File: config.mk
export PLATFORM = sky130hd
export DESIGN_NAME = charge_port_ctrl
export DESIGN_NICKNAME = d
export VERILOG_FILES = /design/src/rtl/charge_port_pkg.sv /design/src/rtl/charge_port_ctrl.sv
export SDC_FILE = /design/constraint.sdc
export NUM_CORES = 1
export LEC_CHECK = 0
export BUFFER_PORTS_ARGS = -buffer_cell sky130_fd_sc_hd__buf_2
export CORE_ASPECT_RATIO = 1.75
export CORE_UTILIZATION = 35
export DETAILED_ROUTE_END_ITERATION = 16
export PLACE_DENSITY_LB_ADDON = 0.05
export SYNTH_ARGS = -nofsm -noshare
export SYNTH_HDL_FRONTEND = slang
export SYNTH_SLANG_ARGS = --single-unit
export TNS_END_PERCENT = 100
File: constraint.sdc
create_clock -name clk_in -period 2.34 [get_ports clk_in]
set_input_delay 0.351 -clock clk_in [delete_from_list [all_inputs] [get_ports clk_in]]
set_output_delay 0.351 -clock clk_in [all_outputs]
set_load 0.03 [all_outputs]
File: src/rtl/charge_port_pkg.sv
`default_nettype none
package charge_port_pkg;
  localparam longint CLK_KHZ = 64'd250000;
  localparam longint LOAD_ON_MS = 64'd200;
  localparam longint LOAD_OFF_MS = 64'd3000;
  localparam longint PW_IDLE_MS = 64'd15000;
  localparam longint PW_DISCH_MS = 64'd330;
  localparam longint PORT_DISCH_MS = 64'd10;
  localparam longint CL_DEGLITCH_MS = 64'd8;
  localparam longint DIV_B_TEST_MS = 64'd100;
  localparam longint LOAD_ON_CYC = LOAD_ON_MS * CLK_KHZ;
  localparam longint LOAD_OFF_CYC = LOAD_OFF_MS * CLK_KHZ;
  localparam longint PW_IDLE_CYC = PW_IDLE_MS * CLK_KHZ;
  localparam longint PW_DISCH_CYC = PW_DISCH_MS * CLK_KHZ + 64'd1;
  localparam longint PORT_DISCH_CYC = PORT_DISCH_MS * CLK_KHZ;
  localparam longint CL_DEGLITCH_CYC = CL_DEGLITCH_MS * CLK_KHZ;
  localparam longint DIV_B_TEST_CYC = DIV_B_TEST_MS * CLK_KHZ;

  typedef enum logic [2:0] {ST_OFF = 3'b001, ST_DISCH = 3'b010, ST_RUN = 3'b100} port_state_t;
  typedef enum logic [1:0] {SCH_NONE = 2'h0, SCH_DIV_A = 2'h1, SCH_DIV_B = 2'h2, SCH_SHORT = 2'h3} line_scheme_t;
  typedef enum logic [2:0] {
    CL_DISCH = 3'h0, CL_AUTO = 3'h1, CL_HOST = 3'h2, CL_SHORT = 3'h3, CL_DIV_A = 3'h4
  } mode_class_t;

  typedef struct packed {
    logic enable;
    logic mode_select_bit1;
    logic mode_select_bit2;
    logic mode_select_bit3;
    logic limit_select;
    logic supply_above_on;
    logic supply_below_off;
    logic temp_over_135;
    logic temp_over_155;
    logic temp_cooled;
    logic current_limit;
    logic output_short;
    logic load_above_hi;
    logic load_below_lo;
    logic pw_idle_low;
    logic pw_limit_hit;
    logic charge_over_750;
    logic shorted_dev_seen;
    logic data_line_release;
    logic high_current_on;
    logic primary_detect;
  } pin_sense_t;
endpackage
`default_nettype wire

File: src/rtl/charge_port_ctrl.sv
`default_nettype none
module charge_port_ctrl import charge_port_pkg::*; #(
  parameter logic [31:0] LOAD_ON_CNT = 32'(LOAD_ON_CYC),
  parameter logic [31:0] LOAD_OFF_CNT = 32'(LOAD_OFF_CYC),
  parameter logic [31:0] PW_IDLE_CNT = 32'(PW_IDLE_CYC),
  parameter logic [31:0] PW_DISCH_CNT = 32'(PW_DISCH_CYC),
  parameter logic [31:0] PORT_DISCH_CNT = 32'(PORT_DISCH_CYC),
  parameter logic [31:0] CL_DEGLITCH_CNT = 32'(CL_DEGLITCH_CYC),
  parameter logic [31:0] DIV_B_TEST_CNT = 32'(DIV_B_TEST_CYC)
) (
  input wire logic clk_in,
  input wire logic rst_n_in,
  input wire pin_sense_t pins_in,
  output logic power_switch_on_out,
  output logic constant_current_out,
  output logic discharge_out,
  output logic data_switch_on_out,
  output line_scheme_t scheme_out,
  output logic high_current_limit_out,
  output logic low_current_limit_out,
  output logic pw_limit_out,
  output logic fault_n_out,
  output logic fault_oe_out,
  output logic status_n_out,
  output logic status_oe_out
);
  // ****************************************
  // input synchronisers
  // ****************************************
  pin_sense_t meta_q, pin_q;
  always_ff @(posedge clk_in or negedge rst_n_in) begin
    if (!rst_n_in) begin
      meta_q <= '0;
      pin_q <= '0;
    end else begin
      meta_q <= pins_in;
      pin_q <= meta_q;
    end
  end

  // ****************************************
  // mode decode
  // ****************************************
  wire [2:0] mode_bits = {pin_q.mode_select_bit1, pin_q.mode_select_bit2, pin_q.mode_select_bit3};
  wire sel = pin_q.limit_select;
  mode_class_t class_d, class_q;
  assign class_d = (mode_bits == 3'h0) ? CL_DISCH :
                   (mode_bits == 3'h1 || mode_bits == 3'h3) ? CL_AUTO :
                   (mode_bits == 3'h4) ? CL_SHORT :
                   (mode_bits == 3'h5) ? CL_DIV_A : CL_HOST;
  // power wake only in 001 with limit select high
  wire pw_mode = (mode_bits == 3'h1) && sel;
  // threshold load detection in charging host and 011
  wire ld_mode = sel && ((mode_bits == 3'h3) || (mode_bits == 3'h7));
  wire cdp_mode = sel && (mode_bits == 3'h7);
  // forced modes start and stay in one scheme
  line_scheme_t init_sch;
  assign init_sch = (class_d == CL_AUTO || class_d == CL_DIV_A) ? SCH_DIV_A :
                    (class_d == CL_SHORT) ? SCH_SHORT : SCH_NONE;

  // ****************************************
  // supply lockout and thermal
  // ****************************************
  logic supply_ok_q, thermal_off_q;
  wire therm_trip = pin_q.temp_over_155 || (pin_q.temp_over_135 && pin_q.current_limit);
  always_ff @(posedge clk_in or negedge rst_n_in) begin
    if (!rst_n_in) begin
      supply_ok_q <= 1'b0;
      thermal_off_q <= 1'b0;
    end else begin
      // hysteresis between turn-on and turn-off points
      if (pin_q.supply_above_on) begin
        supply_ok_q <= 1'b1;
      end else if (pin_q.supply_below_off) begin
        supply_ok_q <= 1'b0;
      end
      // restart once cooled, trip again if fault remains
      if (therm_trip) begin
        thermal_off_q <= 1'b1;
      end else if (pin_q.temp_cooled) begin
        thermal_off_q <= 1'b0;
      end
    end
  end

  // ****************************************
  // port sequencer
  // ****************************************
  port_state_t state_q, state_d;
  line_scheme_t scheme_q, pend_q;
  logic [31:0] disch_cnt_q, test_cnt_q, pw_cnt_q, ld_cnt_q, cl_cnt_q;
  logic pw_limit_q, pw_disch_q, load_q;
  wire run_ok = pin_q.enable && supply_ok_q && (class_d != CL_DISCH);
  wire in_run = (state_q == ST_RUN);
  wire auto_run = in_run && (class_d == CL_AUTO);
  // host variants share a class, so no discharge between them
  wire class_chg = in_run && (class_d != class_q);
  // shorted-line device seen in scheme a
  wire go_short = auto_run && (scheme_q == SCH_DIV_A) && pin_q.shorted_dev_seen;
  // heavy draw in scheme a, otherwise stays
  wire go_div_b = auto_run && (scheme_q == SCH_DIV_A) && !pin_q.shorted_dev_seen && pin_q.charge_over_750;
  wire test_done = (test_cnt_q >= DIV_B_TEST_CNT);
  // scheme b fails when high current stops
  wire div_b_fail = auto_run && (scheme_q == SCH_DIV_B) && test_done && !pin_q.high_current_on;
  // release of the data line returns to scheme a
  wire line_free = auto_run && (scheme_q == SCH_SHORT) && pin_q.data_line_release;
  // wake on hitting the 55 mA limit
  wire pw_hit = in_run && pw_mode && pw_limit_q && pin_q.pw_limit_hit;
  wire need_disch = class_chg || go_short || go_div_b || div_b_fail || pw_hit;
  line_scheme_t pend_d;
  assign pend_d = class_chg ? init_sch : go_short ? SCH_SHORT : go_div_b ? SCH_DIV_B :
                  div_b_fail ? SCH_DIV_A : scheme_q;
  wire [31:0] disch_len = pw_hit ? PW_DISCH_CNT : PORT_DISCH_CNT;
  wire disch_end = (state_q == ST_DISCH) && (disch_cnt_q <= 32'h1);

  always_comb begin
    state_d = state_q;
    case (state_q)
      ST_OFF: begin
        if (run_ok) begin
          state_d = ST_RUN;
        end
      end
      ST_DISCH: begin
        if (!run_ok) begin
          state_d = ST_OFF;
        end else if (disch_end) begin
          state_d = ST_RUN;
        end
      end
      ST_RUN: begin
        if (!run_ok) begin
          state_d = ST_OFF;
        end else if (need_disch) begin
          state_d = ST_DISCH;
        end
      end
      default: state_d = ST_OFF;
    endcase
  end

  always_ff @(posedge clk_in or negedge rst_n_in) begin
    if (!rst_n_in) begin
      state_q <= ST_OFF;
      class_q <= CL_DISCH;
      scheme_q <= SCH_NONE;
      pend_q <= SCH_NONE;
      disch_cnt_q <= 32'h0;
      pw_disch_q <= 1'b0;
    end else begin
      state_q <= state_d;
      class_q <= class_d;
      if (state_q == ST_RUN && state_d == ST_DISCH) begin
        // switch off and discharge before the new signalling
        pend_q <= pend_d;
        disch_cnt_q <= disch_len;
        pw_disch_q <= pw_hit;
      end else if (state_q == ST_DISCH) begin
        disch_cnt_q <= disch_cnt_q - 32'h1;
      end
      if (state_q == ST_OFF) begin
        // first scheme after power-up is init_sch: scheme a in auto and 101, shorted in 100, none in host modes
        scheme_q <= init_sch;
      end else if (disch_end) begin
        scheme_q <= pend_q;
      end else if (line_free) begin
        scheme_q <= SCH_DIV_A;
      end
    end
  end

  // ****************************************
  // timers
  // ****************************************
  wire ld_cond = load_q ? pin_q.load_below_lo : pin_q.load_above_hi;
  wire [31:0] ld_lim = load_q ? LOAD_OFF_CNT : LOAD_ON_CNT;
  always_ff @(posedge clk_in or negedge rst_n_in) begin
    if (!rst_n_in) begin
      test_cnt_q <= 32'h0;
      pw_cnt_q <= 32'h0;
      pw_limit_q <= 1'b0;
      ld_cnt_q <= 32'h0;
      load_q <= 1'b0;
      cl_cnt_q <= 32'h0;
    end else begin
      test_cnt_q <= (auto_run && scheme_q == SCH_DIV_B && !test_done) ? test_cnt_q + 32'h1 :
                    (auto_run && scheme_q == SCH_DIV_B) ? test_cnt_q : 32'h0;
      // long idle drops to the 55 mA limit
      if (!pw_mode || state_q == ST_OFF) begin
        pw_cnt_q <= 32'h0;
        pw_limit_q <= 1'b0;
      end else if (disch_end && pw_disch_q) begin
        pw_limit_q <= 1'b0;
      end else if (in_run && !pw_limit_q) begin
        pw_cnt_q <= pin_q.pw_idle_low ? pw_cnt_q + 32'h1 : 32'h0;
        if (pw_cnt_q >= PW_IDLE_CNT) begin
          pw_limit_q <= 1'b1;
          pw_cnt_q <= 32'h0;
        end
      end
      if (!ld_mode || state_q == ST_OFF) begin
        ld_cnt_q <= 32'h0;
        load_q <= 1'b0;
      end else if (cdp_mode && pin_q.primary_detect && !load_q) begin
        load_q <= 1'b1;
        ld_cnt_q <= 32'h0;
      end else if (!ld_cond) begin
        ld_cnt_q <= 32'h0;
      end else if (ld_cnt_q >= ld_lim - 32'h1) begin
        load_q <= !load_q;
        ld_cnt_q <= 32'h0;
      end else begin
        ld_cnt_q <= ld_cnt_q + 32'h1;
      end
      cl_cnt_q <= !pin_q.current_limit ? 32'h0 :
                  (cl_cnt_q < CL_DEGLITCH_CNT) ? cl_cnt_q + 32'h1 : cl_cnt_q;
    end
  end

  // ****************************************
  // outputs
  // ****************************************
  // over-temperature reports at once
  wire fault_d = thermal_off_q || therm_trip || (cl_cnt_q >= CL_DEGLITCH_CNT);
  wire switch_d = in_run && supply_ok_q && !thermal_off_q;
  // host modes only, never while discharging
  wire data_d = in_run && pin_q.enable && (class_d == CL_HOST);
  wire status_d = pw_mode ? (in_run && !pw_limit_q) || (state_q == ST_DISCH && pw_disch_q) : load_q;
  wire lo_d = !sel && (class_d == CL_HOST || class_d == CL_SHORT || class_d == CL_DIV_A);
  always_ff @(posedge clk_in or negedge rst_n_in) begin
    if (!rst_n_in) begin
      power_switch_on_out <= 1'b0;
      constant_current_out <= 1'b0;
      discharge_out <= 1'b1;
      data_switch_on_out <= 1'b0;
      scheme_out <= SCH_NONE;
      high_current_limit_out <= 1'b0;
      low_current_limit_out <= 1'b0;
      pw_limit_out <= 1'b0;
      fault_oe_out <= 1'b0;
      status_oe_out <= 1'b0;
    end else begin
      power_switch_on_out <= switch_d;
      // early short goes straight to constant current
      constant_current_out <= pin_q.current_limit || pin_q.output_short;
      discharge_out <= (state_q != ST_RUN);
      data_switch_on_out <= data_d;
      scheme_out <= in_run ? scheme_q : SCH_NONE;
      high_current_limit_out <= !lo_d && !pw_limit_q;
      low_current_limit_out <= lo_d;
      pw_limit_out <= pw_limit_q;
      fault_oe_out <= fault_d;
      status_oe_out <= status_d;
    end
  end
  assign fault_n_out = 1'b0;
  assign status_n_out = 1'b0;
endmodule
`default_nettype wire

After elaboration in Yosys (flattened, before gate mapping)
Index checks and enable logic that the tools add are counted.
- reductions and logical operators: 74
- magnitude comparators: 6
- equal/unequal tests: 21
- multiplexer cells: 51
- $add $sub $neg: 6
- operator list (kind ; count):
    $mux 32 ; 15
    $add 32x1->32 const B ; 4
    $logic_and 1x1->1 ; 34
    $ge 32x21->1 const B ; 1
    $ge 32x25->1 const B ; 1
    $ge 32x32->1 ; 1
    $ge 32x32->1 const B ; 1
    $le 32x1->1 const B ; 1
    $lt 32x21->1 const B ; 1
    $sub 32x1->32 const B ; 1
    $sub 30x1->31 const B ; 1
    $mux 30 ; 1
    $mux 27 ; 1
    $mux 3 ; 9
    $mux 2 ; 10
    $reduce_bool 3->1 ; 6
    $logic_or 1x1->1 ; 16
    $eq 3x2->1 const B ; 5
    $eq 3x3->1 const B ; 5
    $mux 1 ; 14
    $logic_not 1->1 ; 10
    $eq 3x1->1 const B ; 3
    $pmux 3 s3 ; 1
    $reduce_bool 2->1 ; 4
    other kinds (8) ; 12
- bits of input ports: 23
- bits in registers: 228
- logic and storage cells: 224
- output and inout bits: 13

Depth between registers and ports, before layout
- depth in word-level cells: 19
- gate-level depth with buffers: 10
- depth with buffers taken out: 9

Worst setup path after synthesis
No wires, ideal clock.
- kind: register -> register
- from: register load_q
- to: register ld_cnt_q[20]
- arrival time: 2.395 ns
- library setup time: 0.132 ns
- buffers on the path: 1
- required time: 2.208 ns
- stages on the path, launching flop included: 11
- period minus slack after synthesis: 2.527 ns
- setup slack: -0.187 ns
- cell sequence: dfrtp_1 > inv_1 > ha_1 > nand2_1 > or4_1 > o22ai_1 > or3_1 > nor2_1 > nand2_1 > clkbuf_1 > nor2_1
- longest elaborated chain between the ends: 7
- elaborated cells between the ends (all ways): 10
- classes of those cells: 1 x add/sub; 1 x order compare; 6 x mux; 2 x reduce/logical
- ends and longest elaborated chain (item ; RTL line ; source):
    from (decl) ; charge_port_ctrl.sv:92 ; logic pw_limit_q, pw_disch_q, load_q;
    from (signal assigned) ; charge_port_ctrl.sv:210 ; load_q <= !load_q;
    $mux 30 ; charge_port_ctrl.sv:176 ; wire [31:0] ld_lim = load_q ? LOAD_OFF_CNT : LOAD_ON_CNT;
    $sub 30x1->31 ; charge_port_ctrl.sv:209 ; end else if (ld_cnt_q >= ld_lim - 32'h1) begin
    $ge 32x32->1 ; charge_port_ctrl.sv:209 ;
    $mux 32 ; charge_port_ctrl.sv:209 ;
    $mux 32 ; charge_port_ctrl.sv:207 ; end else if (!ld_cond) begin
    $mux 32 (*) ; charge_port_ctrl.sv:204 ; end else if (cdp_mode && pin_q.primary_detect && !load_q) begin
    $mux 32 (*) ; charge_port_ctrl.sv:201 ; if (!ld_mode || state_q == ST_OFF) begin
    to (signal assigned) ; charge_port_ctrl.sv:213 ; ld_cnt_q <= ld_cnt_q + 32'h1;
    to (decl) ; charge_port_ctrl.sv:91 ; logic [31:0] disch_cnt_q, test_cnt_q, pw_cnt_q, ld_cnt_q, cl_cnt_q;
Mark *: on every way between the ends. The rest lies on a longest branch, timed or not.
A chain may end at the register's enable or synchronous reset.

Worst setup path after layout
- from: register load_q
- to: register ld_cnt_q[16]
Same word-level chain as after synthesis.

==> results.sh <==
export IMPL_n_antenna_cell=0
export IMPL_p_leak_nw=5.91
export IMPL_instances_no_fill=1588
export IMPL_dpl_hpwl_um=17000
export IMPL_synth_seq_cells=228
export IMPL_wl_per_cell_um=15.6
export IMPL_hp_class="input port to asynchronous set/reset pin"
export IMPL_ys_flop_type="dfrtp_1"
export IMPL_crit_slowest_cell="or4_4"
export IMPL_grt_max_degree=70
export IMPL_yosysMostFrequentCell="dfrtp_1"
export IMPL_fmax_ghz=0.411
export IMPL_start_kind="flip-flop"
export IMPL_vdd_drop_max_mv=0.527
export IMPL_layout_area_overhead_vs_synth_pct=27.0
export IMPL_layout_nets=1235
export IMPL_hold_viol_final=0
export IMPL_rows=83
export IMPL_drt_wl_total_um=24700
export IMPL_cts_root_buf="clkbuf_16"
export IMPL_clock_path_buffers=3
export IMPL_core_area_sq_um=29500
export IMPL_die_area_sq_um=30900
export IMPL_gp_congestion=0.777
export IMPL_syn_area_per_cell_sq_um=10.3
export IMPL_grt_pass1_vias=8199
export IMPL_dr_pass1_iters=4
export IMPL_async_flop_share_pct=100
export IMPL_arrival_ns=2.84
export IMPL_finalMaxSlewViolations=0
export IMPL_htreeDepth=1
export IMPL_pre_cts_slack_ns=-0.0406
export IMPL_synthTopCellsByArea="dfrtp_1, nor2_1, xor2_1"
export IMPL_critical_path_cell_chain="clkinvlp_4, buf_12, ha_4, nand2_2, or4_4, o22ai_2, or3_4, nor2_4, nand2_4, clkbuf_16, nor2_1"
export IMPL_rsz0062_at_grt="yes"
export IMPL_io_buffers=33
export IMPL_drcViolationCount=0
export IMPL_crit_path_end_kind="flip-flop"
export IMPL_cp_max_fo=7
export IMPL_clock_latency_ns=0.52
export IMPL_yosys_top_cells_count="dfrtp_1, nor2_1, nand2_1"
export IMPL_drive_above_1_share_pct=22.8
export IMPL_vias=7794
export IMPL_cts_tree="built"
export IMPL_yosysWarnings=0
export IMPL_fin_crit_sh_pct=104
export IMPL_die_h_um=232
export IMPL_outcome="complete, but fails checks"
export IMPL_grt_pass1_wl_um=41000
export IMPL_numCtsBuffers=24
export IMPL_grt_overflow=0
export IMPL_cts_sinks=228
export IMPL_yosysTopAreaCell="dfrtp_1"
export IMPL_synth_top_area_share_pct=53.5
export IMPL_setup_tns_ns=-1.78
export IMPL_via_per_inst=4.91
export IMPL_power_density_nw_per_um2=627
export IMPL_skew_ns=0.00809
export IMPL_drtAntennaViolNets=0
export IMPL_syn_area_sq_um=10600
export IMPL_synth_edf_count=0
export IMPL_fin_ws_ns=-0.0938
export IMPL_fp_dieW_um=133
export IMPL_maxCapViolCount=0
export IMPL_violations="setup timing"
export IMPL_path_buf_inv=3
export IMPL_ys_types=81
export IMPL_track_usage_pct=16.5
export IMPL_start_util_pct=35.9
export IMPL_io_pins=36
export IMPL_crit_path_max_incr_delay_ns=0.45
export IMPL_postSynthCellCount=1027
export IMPL_initialDrtViolationCount=221
export IMPL_setup_viol=29
export IMPL_antenna_found_initial=0
export IMPL_post_route_min_period_ns=2.43
export IMPL_critical_path_required_ns=2.75
export IMPL_cpLargestDelayFamily="simple AND/OR/NAND/NOR gates"
export IMPL_path_clk_slew_ns=0.07
export IMPL_placed_cells=1509
export IMPL_synth_seq_area_share_pct=54.0
export IMPL_path_class="flip-flop to flip-flop"
[repair_timing]
action	CTS	global route
cloned	0	5
pin swaps	0	35
gates resized for setup	6	86
endpoints found under the hold margin	63	0
setup buffers	0	9
setup endpoints to repair	42	68
hold buffers	22	0
[cells by family (layout without fill, tap and decap cells)]
group                    after synthesis  in the layout  synth area share [%]
AO/OA/AOI/OAI                        102            103                  6.60
XOR/XNOR                             115            115                  9.52
adder cells (fa/ha/maj)               23             23                  2.72
buffers and inverters                 54            229                  2.37
flip-flops                           228            228                  54.0
multiplexers                           5              5                 0.473
other                                  1              3                0.0355
AND/OR/NAND/NOR                      499            500                  24.3
[area by class of cell]
class                           instances  area, sq um
Timing Repair Buffer                  158         1320
Inverter                               28          109
Clock inverter                         15          140
Sequential cell                       228         5710
Clock buffer                           28          667
Tap cell                              382          478
Fill cell                            2841        16100
Multi-Input combinational cell        749         5010
[cells in the final DEF, fill, tap and decap left out, drive strengths merged, types with 3 or more instances in the layout]
master,Yosys,layout
nor2b,13,13
or4b,3,3
or3,18,18
nor2,142,143
and3,23,23
dfrtp,226,226
o22ai,4,4
ha,23,23
clkbuf,18,30
conb,1,3
inv,27,27
nor3,35,35
nand3,50,50
dlygate4sd3,0,22
nand2b,8,8
a21oi,34,34
nand4,21,21
o21ai,19,19
or4,5,5
a211oi,3,3
nand2,107,107
a21o,4,5
nor4,15,15
xnor2,55,55
o311ai,4,4
clkinvlp,0,4
a31oi,4,4
mux2i,5,5
a21boi,4,4
o31ai,5,5
xor2,60,60
and4,4,4
o21a,4,4
clkinv,1,10
buf,8,134
and2,35,35
nor3b,5,5
[stage by stage]
stage               util, %  hold slack, ns  cell area (sq um)  power, mW
global placement       40.2           0.294              11900       4.58
floorplan                 -          0.0554              10600       4.34
global route           45.6           0.339              13400       8.79
detailed placement     40.2           0.298              11900       4.58
finish                 45.6           0.328              13400       8.43
CTS                    43.7           0.326              12900       8.59
[flip-flops by register name, indices dropped and copies added, names as in the netlist, 2 cells and up]
| name | count |
|---|---|
| mode_bits | 3 |
| state_q | 3 |
| meta_q | 21 |
| test_cnt_q | 32 |
| ld_cnt_q | 32 |
| pin_q | 17 |
| pw_cnt_q | 32 |
| scheme_q | 2 |
| pend_q | 2 |
| scheme_out | 2 |
| cl_cnt_q | 32 |
| class_q | 3 |
| disch_cnt_q | 32 |
[path summary, 6_finish.rpt]
kind,startpoint,end,depth (start not counted),slack [ns]
min in group clk_in,meta_q[13],pin_q[13],0,0.35
hold / removal,rst_n_in,pw_cnt_q[11],2,0.33
hold reg to reg,meta_q[13],pin_q[13],0,0.35
max in group asynchronous,rst_n_in,pin_q[10],3,1.28
setup / recovery,load_q,ld_cnt_q[16],11,-0.09
setup reg to reg,load_q,ld_cnt_q[16],11,-0.09
[power by group]
group	leakage (nW)	switching (mW)	total, mW	internal, mW
sequential	3.05	0.0527	4.07	4.02
clock	0.398	1.62	3.88	2.27
combinational	2.47	0.263	0.473	0.211
[per-layer routing]
metal  wire (um)  part of all wire, %  GRT usage [%]  vias to the layer above
met5           0                    0              0                        -
met4         885                  3.6           6.64                        0
met3         562                  2.3           1.92                       50
met2       13400                   54           31.3                       91
met1        9880                   40           18.3                     3832
li1            -                    -              -                     3821
(Power assumes the default switching activity.)
